### src/hdl/twi_host_pkg.sv
// Package for the two-wire host controller: timing, codes, enums and carriers
package twi_host_pkg;
    localparam int CLK_KHZ = 125000;
    localparam int CLK_PERIOD_NS = 8;
    localparam int SCL_FAST_KHZ = 400;
    localparam int SCL_HS_KHZ = 3400;
    localparam int T_LOW_FAST_NS = 1300;
    localparam int T_LOW_HS_NS = 160;
    localparam int PER_FAST_CYC = (CLK_KHZ + SCL_FAST_KHZ - 1) / SCL_FAST_KHZ;
    localparam int PER_HS_CYC = (CLK_KHZ + SCL_HS_KHZ - 1) / SCL_HS_KHZ;
    localparam int LOW_FAST_CYC = (T_LOW_FAST_NS + CLK_PERIOD_NS - 1) / CLK_PERIOD_NS;
    localparam int LOW_HS_CYC = (T_LOW_HS_NS + CLK_PERIOD_NS - 1) / CLK_PERIOD_NS;
    localparam int HIGH_FAST_CYC = PER_FAST_CYC - LOW_FAST_CYC;
    localparam int HIGH_HS_CYC = PER_HS_CYC - LOW_HS_CYC;
    localparam int CNT_W = 9;
    localparam logic [7:0] ALERT_RESP_BYTE = 8'h19;
    localparam logic [7:0] GCALL_WRITE_BYTE = 8'h00;
    localparam logic [7:0] GCALL_LATCH_CMD = 8'h04;
    localparam logic [7:0] GCALL_RESET_CMD = 8'h06;
    localparam logic [4:0] HS_CODE_PREFIX = 5'h01;
    localparam logic [3:0] DEV_ADDR_BASE = 4'h9;

    typedef enum logic [1:0] {cmd_start, cmd_stop, cmd_bit} eng_cmd_type;
    typedef enum logic [2:0] {op_write, op_read, op_alert, op_gcall_latch, op_gcall_reset} op_type;

    typedef struct packed {
        op_type op;
        logic hs;
        logic [2:0] addr_pins;
        logic [7:0] pointer;
        logic [15:0] wdata;
        logic [1:0] nbytes;
    } req_type;

    typedef struct packed {
        logic [15:0] rdata;
        logic nack;
        logic [6:0] alert_addr;
        logic alert_flag;
    } resp_type;
endpackage

### src/hdl/twi_bit_engine.sv
// Bit-level engine: START, STOP and single bit slots on SCL and SDA
`timescale 1ns/100ps
module twi_bit_engine
    import twi_host_pkg::*;
(
    input wire logic clk,
    input wire logic resetn,
    input wire logic cmd_valid,
    input wire eng_cmd_type cmd,
    input wire logic tx_bit,
    input wire logic hs,
    input wire logic scl_in,
    input wire logic sda_in,
    output logic done,
    output logic rx_bit,
    output logic scl_oe_n,
    output logic sda_oe_n
);
    typedef enum {eng_idle, eng_run} eng_state_type;

    eng_state_type st, next_st;
    eng_cmd_type cmd_r, next_cmd;
    logic [1:0] step, next_step;
    logic [CNT_W-1:0] cnt, next_cnt;
    logic tx_r, next_tx, next_done, next_rx, next_scl_oe_n, next_sda_oe_n, load;
    logic scl_meta, scl_sync, sda_meta, sda_sync;
    logic [3:0] plan;
    logic [1:0] last_step;
    logic [9:0] low_run;

    // Plan of a step: {sda pulled low, scl pulled low, wait kind}; wait 0 low, 1 high, 2 one
    function automatic logic [3:0] step_plan(eng_cmd_type c, logic [1:0] s, logic tx,
                                             logic sda_l, logic scl_l);
        logic [3:0] p;
        p = {sda_l, scl_l, 2'h0};
        case (c)
            cmd_start: begin
                case (s)
                    2'h0: p = {1'h0, scl_l, 2'h0};
                    2'h1: p = {1'h0, 1'h0, 2'h1};
                    2'h2: p = {1'h1, 1'h0, 2'h1};
                    default: p = {1'h1, 1'h1, 2'h0};
                endcase
            end
            cmd_stop: begin
                case (s)
                    2'h0: p = {1'h1, 1'h1, 2'h0};
                    2'h1: p = {1'h1, 1'h0, 2'h1};
                    default: p = {1'h0, 1'h0, 2'h0};
                endcase
            end
            default: begin
                case (s)
                    2'h0: p = {~tx, 1'h1, 2'h0};
                    2'h1: p = {sda_l, 1'h0, 2'h1};
                    default: p = {sda_l, 1'h1, 2'h2};
                endcase
            end
        endcase
        return p;
    endfunction

    always_ff @(posedge clk or negedge resetn) begin
        if (!resetn) begin
            scl_meta <= 1'h1;
            scl_sync <= 1'h1;
            sda_meta <= 1'h1;
            sda_sync <= 1'h1;
        end else begin
            scl_meta <= scl_in;
            scl_sync <= scl_meta;
            sda_meta <= sda_in;
            sda_sync <= sda_meta;
        end
    end

    assign last_step = (cmd_r == cmd_start) ? 2'h3 : 2'h2;

    always_comb begin
        next_st = st;
        next_cmd = cmd_r;
        next_step = step;
        next_cnt = cnt;
        next_tx = tx_r;
        next_done = 1'h0;
        next_rx = rx_bit;
        next_scl_oe_n = scl_oe_n;
        next_sda_oe_n = sda_oe_n;
        load = 1'h0;
        plan = 4'h0;
        case (st)
            eng_idle: begin
                if (cmd_valid) begin
                    next_st = eng_run;
                    next_cmd = cmd;
                    next_tx = tx_bit;
                    next_step = 2'h0;
                    plan = step_plan(cmd, 2'h0, tx_bit, ~sda_oe_n, ~scl_oe_n);
                    load = 1'h1;
                end
            end
            default: begin
                // A released SCL held low by the far side stretches the count
                if (cnt != '0) begin
                    if (!scl_oe_n || scl_sync) begin
                        next_cnt = cnt - CNT_W'(1);
                    end
                end else if (step == last_step) begin
                    next_st = eng_idle;
                    next_done = 1'h1;
                end else begin
                    if (step == 2'h1 && cmd_r == cmd_bit) begin
                        next_rx = sda_sync;
                    end
                    next_step = 2'(step + 2'h1);
                    plan = step_plan(cmd_r, next_step, tx_r, ~sda_oe_n, ~scl_oe_n);
                    load = 1'h1;
                end
            end
        endcase
        if (load) begin
            // Open drain: pins are only ever pulled low or released
            next_sda_oe_n = ~plan[3];
            next_scl_oe_n = ~plan[2];
            case (plan[1:0])
                2'h0: next_cnt = hs ? CNT_W'(LOW_HS_CYC) : CNT_W'(LOW_FAST_CYC);
                2'h1: next_cnt = hs ? CNT_W'(HIGH_HS_CYC) : CNT_W'(HIGH_FAST_CYC);
                default: next_cnt = CNT_W'(1);
            endcase
        end
    end

    always_ff @(posedge clk or negedge resetn) begin
        if (!resetn) begin
            st <= eng_idle;
            cmd_r <= cmd_bit;
            step <= 2'h0;
            cnt <= '0;
            tx_r <= 1'h1;
            done <= 1'h0;
            rx_bit <= 1'h1;
            scl_oe_n <= 1'h1;
            sda_oe_n <= 1'h1;
        end else begin
            st <= next_st;
            cmd_r <= next_cmd;
            step <= next_step;
            cnt <= next_cnt;
            tx_r <= next_tx;
            done <= next_done;
            rx_bit <= next_rx;
            scl_oe_n <= next_scl_oe_n;
            sda_oe_n <= next_sda_oe_n;
        end
    end

    // Helper: length of the current stretch of SCL pulled low by the host
    always_ff @(posedge clk or negedge resetn) begin
        if (!resetn) begin
            low_run <= 10'h000;
        end else begin
            low_run <= scl_oe_n ? 10'h000 : 10'(low_run + 10'h001);
        end
    end
endmodule

### src/hdl/twi_host_ctrl.sv
// Two-wire host controller for a sensor slave: reads, writes, alert response, general call, Hs
`timescale 1ns/100ps
// Functional notes
// - Host sends alert response byte 00011001
// - Host sends Hs master code first
// - Repeated START and address follow master code
// - Host keeps SCL at or above 1kHz
// - Both lines high means bus idle
// - SDA falling under high SCL is START
// - SDA rising under high SCL is STOP
// - Host sets byte count; receiver acks each
// - Acker holds SDA low through clock high
// - Host nacks last byte read from device
module twi_host_ctrl
    import twi_host_pkg::*;
#(
    parameter logic [2:0] HS_CODE_ID = 3'h0
) (
    input wire logic clk,
    input wire logic resetn,
    input wire logic req_valid,
    input wire req_type req,
    output logic req_ready,
    output logic resp_valid,
    output resp_type resp,
    input wire logic alert_n_pin,
    output logic alert_pending,
    input wire logic scl_in,
    output logic scl_out,
    output logic scl_oe_n,
    input wire logic sda_in,
    output logic sda_out,
    output logic sda_oe_n
);
    typedef enum {m_idle, m_start, m_code, m_rstart, m_addr, m_ptr, m_wr, m_rd, m_cmd,
                  m_stop} main_state_type;

    main_state_type state, next_state;
    req_type req_r, next_req;
    logic wait_eng, next_wait;
    logic [3:0] bitn, next_bitn;
    logic [7:0] shreg, next_shreg;
    logic [1:0] remain, next_remain;
    logic [15:0] rdata, next_rdata;
    logic nack, next_nack, hs_mode, next_hs, next_ready, next_resp_valid;
    resp_type next_resp;
    logic issue, eng_done, eng_rx, eng_tx, read_byte;
    eng_cmd_type eng_cmd;
    logic [7:0] addr_byte;
    logic alert_meta, alert_sync, pin_level;

    twi_bit_engine u_engine (
        .clk(clk),
        .resetn(resetn),
        .cmd_valid(issue),
        .cmd(eng_cmd),
        .tx_bit(eng_tx),
        .hs(hs_mode),
        .scl_in(scl_in),
        .sda_in(sda_in),
        .done(eng_done),
        .rx_bit(eng_rx),
        .scl_oe_n(scl_oe_n),
        .sda_oe_n(sda_oe_n)
    );

    // Alert line is active low and shared; the user answers it with an alert op
    always_ff @(posedge clk or negedge resetn) begin
        if (!resetn) begin
            alert_meta <= 1'h1;
            alert_sync <= 1'h1;
            alert_pending <= 1'h0;
            pin_level <= 1'h0;
        end else begin
            alert_meta <= alert_n_pin;
            alert_sync <= alert_meta;
            alert_pending <= ~alert_sync;
            pin_level <= 1'h0;
        end
    end

    assign scl_out = pin_level;
    assign sda_out = pin_level;

    always_comb begin
        if (req_r.op == op_alert) begin
            addr_byte = ALERT_RESP_BYTE;
        end else if (req_r.op == op_gcall_latch || req_r.op == op_gcall_reset) begin
            addr_byte = GCALL_WRITE_BYTE;
        end else begin
            addr_byte = {DEV_ADDR_BASE, req_r.addr_pins, req_r.op == op_read};
        end
    end

    assign issue = (state != m_idle) && !wait_eng;
    assign read_byte = (state == m_rd);

    always_comb begin
        if (state == m_start || state == m_rstart) begin
            eng_cmd = cmd_start;
        end else if (state == m_stop) begin
            eng_cmd = cmd_stop;
        end else begin
            eng_cmd = cmd_bit;
        end
        if (bitn != 4'h8) begin
            eng_tx = read_byte ? 1'h1 : shreg[7];
        end else begin
            // Ack slot: release for the slave's ack, or nack our last read byte
            eng_tx = read_byte ? (remain == 2'h1) : 1'h1;
        end
    end

    always_comb begin
        next_state = state;
        next_req = req_r;
        next_wait = wait_eng;
        next_bitn = bitn;
        next_shreg = shreg;
        next_remain = remain;
        next_rdata = rdata;
        next_nack = nack;
        next_hs = hs_mode;
        next_ready = req_ready;
        next_resp_valid = 1'h0;
        next_resp = resp;
        if (issue) begin
            next_wait = 1'h1;
        end
        case (state)
            m_idle: begin
                if (req_valid && req_ready) begin
                    next_req = req;
                    next_state = m_start;
                    next_ready = 1'h0;
                    next_rdata = 16'h0000;
                    next_nack = 1'h0;
                    next_bitn = 4'h0;
                    if (req.op == op_alert || (req.op == op_read && req.nbytes == 2'h0)) begin
                        next_remain = 2'h1;
                    end else begin
                        next_remain = req.nbytes;
                    end
                end
            end
            default: begin
                if (eng_done) begin
                    next_wait = 1'h0;
                    if (state == m_start || state == m_rstart) begin
                        next_bitn = 4'h0;
                        if (state == m_start && req_r.hs) begin
                            next_state = m_code;
                            next_shreg = {HS_CODE_PREFIX, HS_CODE_ID};
                        end else begin
                            next_state = m_addr;
                            next_shreg = addr_byte;
                        end
                    end else if (state == m_stop) begin
                        next_state = m_idle;
                        next_hs = 1'h0;
                        next_ready = 1'h1;
                        next_resp_valid = 1'h1;
                        next_resp = '{rdata: rdata, nack: nack, alert_addr: rdata[7:1],
                                      alert_flag: rdata[0]};
                    end else if (bitn != 4'h8) begin
                        next_shreg = {shreg[6:0], eng_rx};
                        next_bitn = 4'(bitn + 4'h1);
                    end else begin
                        next_bitn = 4'h0;
                        case (state)
                            m_code: begin
                                // No ack is expected; speed switches before the restart
                                next_state = m_rstart;
                                next_hs = 1'h1;
                            end
                            m_addr: begin
                                if (eng_rx) begin
                                    next_nack = 1'h1;
                                    next_state = m_stop;
                                end else if (req_r.op == op_write) begin
                                    next_state = m_ptr;
                                    next_shreg = req_r.pointer;
                                end else if (req_r.op == op_read || req_r.op == op_alert) begin
                                    next_state = m_rd;
                                end else begin
                                    next_state = m_cmd;
                                    next_shreg = (req_r.op == op_gcall_reset) ?
                                                 GCALL_RESET_CMD : GCALL_LATCH_CMD;
                                end
                            end
                            m_ptr: begin
                                next_nack = eng_rx;
                                if (eng_rx || remain == 2'h0) begin
                                    next_state = m_stop;
                                end else begin
                                    next_state = m_wr;
                                    next_shreg = req_r.wdata[15:8];
                                end
                            end
                            m_wr: begin
                                next_nack = eng_rx;
                                next_remain = 2'(remain - 2'h1);
                                if (eng_rx || remain == 2'h1) begin
                                    next_state = m_stop;
                                end else begin
                                    next_shreg = req_r.wdata[7:0];
                                end
                            end
                            m_rd: begin
                                next_rdata = {rdata[7:0], shreg};
                                next_remain = 2'(remain - 2'h1);
                                if (remain == 2'h1) begin
                                    next_state = m_stop;
                                end
                            end
                            default: begin
                                next_nack = eng_rx;
                                next_state = m_stop;
                            end
                        endcase
                    end
                end
            end
        endcase
    end

    always_ff @(posedge clk or negedge resetn) begin
        if (!resetn) begin
            state <= m_idle;
            req_r <= '0;
            wait_eng <= 1'h0;
            bitn <= 4'h0;
            shreg <= 8'h00;
            remain <= 2'h0;
            rdata <= 16'h0000;
            nack <= 1'h0;
            hs_mode <= 1'h0;
            req_ready <= 1'h1;
            resp_valid <= 1'h0;
            resp <= '0;
        end else begin
            state <= next_state;
            req_r <= next_req;
            wait_eng <= next_wait;
            bitn <= next_bitn;
            shreg <= next_shreg;
            remain <= next_remain;
            rdata <= next_rdata;
            nack <= next_nack;
            hs_mode <= next_hs;
            req_ready <= next_ready;
            resp_valid <= next_resp_valid;
            resp <= next_resp;
        end
    end
endmodule

### config.mk
export PLATFORM = sky130hd
export DESIGN_NAME = twi_host_ctrl
export DESIGN_NICKNAME = d
export VERILOG_FILES = /design/src/hdl/twi_host_pkg.sv /design/src/hdl/twi_bit_engine.sv /design/src/hdl/twi_host_ctrl.sv
export SDC_FILE = /design/constraint.sdc
export NUM_CORES = 1
export LEC_CHECK = 0
export BUFFER_PORTS_ARGS = -buffer_cell sky130_fd_sc_hd__buf_2
export CAP_MARGIN = 10
export CORE_ASPECT_RATIO = 1.75
export CORE_MARGIN = 2
export CORE_UTILIZATION = 35
export DETAILED_ROUTE_END_ITERATION = 10
export PLACE_DENSITY = 0.52
export RECOVER_POWER = 50
export SYNTH_ARGS = -nofsm -noshare
export SYNTH_HDL_FRONTEND = slang
export SYNTH_HIERARCHICAL = 1
export SYNTH_SLANG_ARGS = --single-unit
### constraint.sdc
create_clock -name clk -period 3.1 [get_ports clk]
set_input_delay 0.465 -clock clk [delete_from_list [all_inputs] [get_ports clk]]
set_output_delay 0.465 -clock clk [all_outputs]
set_load 0.02 [all_outputs]
==> metrics <==
Syn Area/Cell=roughly 9.8 um2; GP Congestion=about 0.86; post-synth top area share=0.422; maximum fanout along the worst path=20; setup slack after layout=554 ps; CTS root buffer=clkbuf_16; Synth warnings=6; main combinational cell family by area after synthesis=simple AND/OR/NAND/NOR gates; DR vias/cell=5.08; Setup Skew=9.82 ps; synthesis-to-finish area growth=18.1%; CTS Sinks=113; total power=approximately 4.9 mW; first-pass GRT wire length=23500 um; number of enable flip-flop cells after synthesis=0; post-layout min period=between 2000 and 3000 ps; fin cells=between 900 and 1000; mux share of post-synthesis cell area=0.0901; Synth cell types=77; FF+latch count, synth=~110; Clk pwr share=0.404; Die W=between 100 and 150 um; pre-CTS WS=around 570 ps; Synth area leader=dfrtp_1; Gate power share=0.201; Post-CTS Hold Buffers=0; part of the power in registers=0.396; max_cap viols=0; status=completed; P_int=3.35 mW; Placed Cells=between 800 and 900; Synth Area in Compound Gates=0.142; n_diodes=0; Vert. Die Dim=177 um; antenna violations before repair=0; CTS Buf Count=17; maximum VDD drop=~0.26 mV; top post-synthesis cells by area=dfrtp_1 42%, nand2_1 8.3%, dfstp_2 5.3%; H-tree depth=4; Primary FF master, synth=dfrtp_1; Net Sw Frac=0.315; PortBufs=68; Syn Inst Count=610; Max Freq=roughly 0.39 GHz; Post-Place Cell Area=0.00648 mm2; Post-synth top cells=133 x nand2_1, 101 x dfrtp_1, 35 x nor2_1, 26 x inv_1; drt first pass iters=4; largest net degree at the start of global routing=66; critical path class=flop to flop; post-CTS setup buffer count=0; mapped cell area=around 0.0060 mm2; Post-Synth Simple-Gate Area=0.204; Post-Route WL=~14000 um; DRC viols=0; slew margin rel.=0.141; data required time of the critical path=roughly 3400 ps; FP Rows=between 60 and 70; CP Capture Type=flop; Pleak=approximately 3.4 nW; Slew @ Worst Pin=between 1000 and 1500 ps; clk slew on worst S/H paths=roughly 60 ps; post-synthesis async set-or-reset flop share=1.00; vias in the first global route=between 4000 and 5000; via count=~4600; Hold Path Class=input port to flop; DR WL/cell=about 15 um; Layout Cell Area excl Fill=~0.0071 mm2; RSZ-0062 raised after global routing=no; Setup TNS=0 ps; layout cells sized above 1=0.214; post_cts resized=0; Hold Violations, Final=0; core area=around 0.017 mm2; Skew-Pair Late Insertion Delay=about 420 ps; NumNets Final=around 720; register area share after synthesis=0.475; CP Launch Type=flop; switching pwr=around 1.5 mW; Initial Util=0.355; gr usage total=0.167; Arrival @ worst endpoint=between 2000 and 3000 ps; PD cells=a little under 700 mW/mm2; xor/xnor share of the synthesized area=0.00878; Slew Limit Fails=0; Detailed Place HPWL=10300 um; final worst-path cycle share=0.821; total grt overflow=0; Iter 0 DRT Violations=196; CTS tree=built; count leader, synth=nand2_1; Die Area=roughly 0.018 mm2; IO Count=71; Clock Tree Buf Depth=2; final setup fails=0; adder-cell share of the synthesized area=0.0230; Routed Antenna Nets=0
-- power by group through the flow --
stage	Combinational [mW]	Sequential, mW	Clock [mW]
finish	0.982	1.93	1.97
global route	1.11	1.97	2.09
CTS	0.995	1.93	2.03
detailed placement	0.988	1.96	0
global placement	0.972	1.95	0
floorplan	0.754	1.89	0
-- worst max-delay path, cell delays in order, from the launching register on --
cell and delay (ps):
dfrtp_1 630, or3b_1 640, nand2_1 170, nor3_1 50
or3_1 560, mux2_4 370
-- worst paths after layout --
path | from | to | slack [ps] | depth (start not counted)
min in group asynchronous | resetn | req_r[21] | 310 | 1
max | state[3] | shreg[1] | 550 | 5
min | alert_n_pin | alert_meta | 150 | 1
max reg2reg | state[3] | shreg[1] | 550 | 5
min reg2reg | u_engine/sda_meta | u_engine/sda_sync | 350 | 0
max in group asynchronous | resetn | req_ready | 1800 | 2
-- stage by stage --
stage,hold WS [ps],util
2_1_floorplan,169,-
3_3_place_gp,345,0.384
3_5_place_dp,347,0.384
4_1_cts,96.3,0.420
5_1_grt,131,0.419
6_report,148,0.419
-- registers in the layout (all words and copies together) (netlist names), 2 cells and up, named ones only --
name / cells
req_r: 31
rdata: 16
u_engine/step: 2
u_engine/cnt: 9
resp: 17
state: 4
shreg: 8
u_engine/cmd_r: 2
bitn: 4
remain: 2
-- cell families after synthesis --
group,count (synthesis)
simple gates,246
compound gates,120
flops,113
buf+inv,67
mux,46
fa+ha+maj,11
xor+xnor,6
other cells,1
-- metal layers --
metal | wire length [um] | vias up | global-route usage
met4 | 435 | 0 | 0.0795
met5 | 0 | - | 0
li1 | - | 2241 | -
met1 | 5810 | 2228 | 0.195
met3 | 546 | 25 | 0.0336
met2 | 7280 | 121 | 0.286
-- cell usage in the layout, fill, tap and decap left out, drive strengths merged, types with 4 or more instances in the layout --
cell type  instances
nor2b             11
nor2              37
nand4              4
clkinv             5
nor3               6
or4                4
a21oi             23
nand3             11
dfstp             12
clkbuf            26
o21ai             29
a31oi              6
ha                11
dfrtp            101
nor4b              4
inv               33
buf               71
o211ai            10
o21a               4
nand2b             6
mux2              36
nand2            134
or3                5
a22oi              4
mux2i             10
a221oi             8
a22o               6
xor2               4
-- final cells by class --
class | instances | area, um2
fillers | 1704 | 9800
flip-flops and latches | 113 | 2840
multi-input cells | 431 | 2810
repair buffers | 80 | 433
clock buffers | 17 | 425
well taps | 227 | 284
clock inverters | 15 | 174
inverters | 26 | 97.6
No activity file was read; power rests on OpenSTA's default activity.
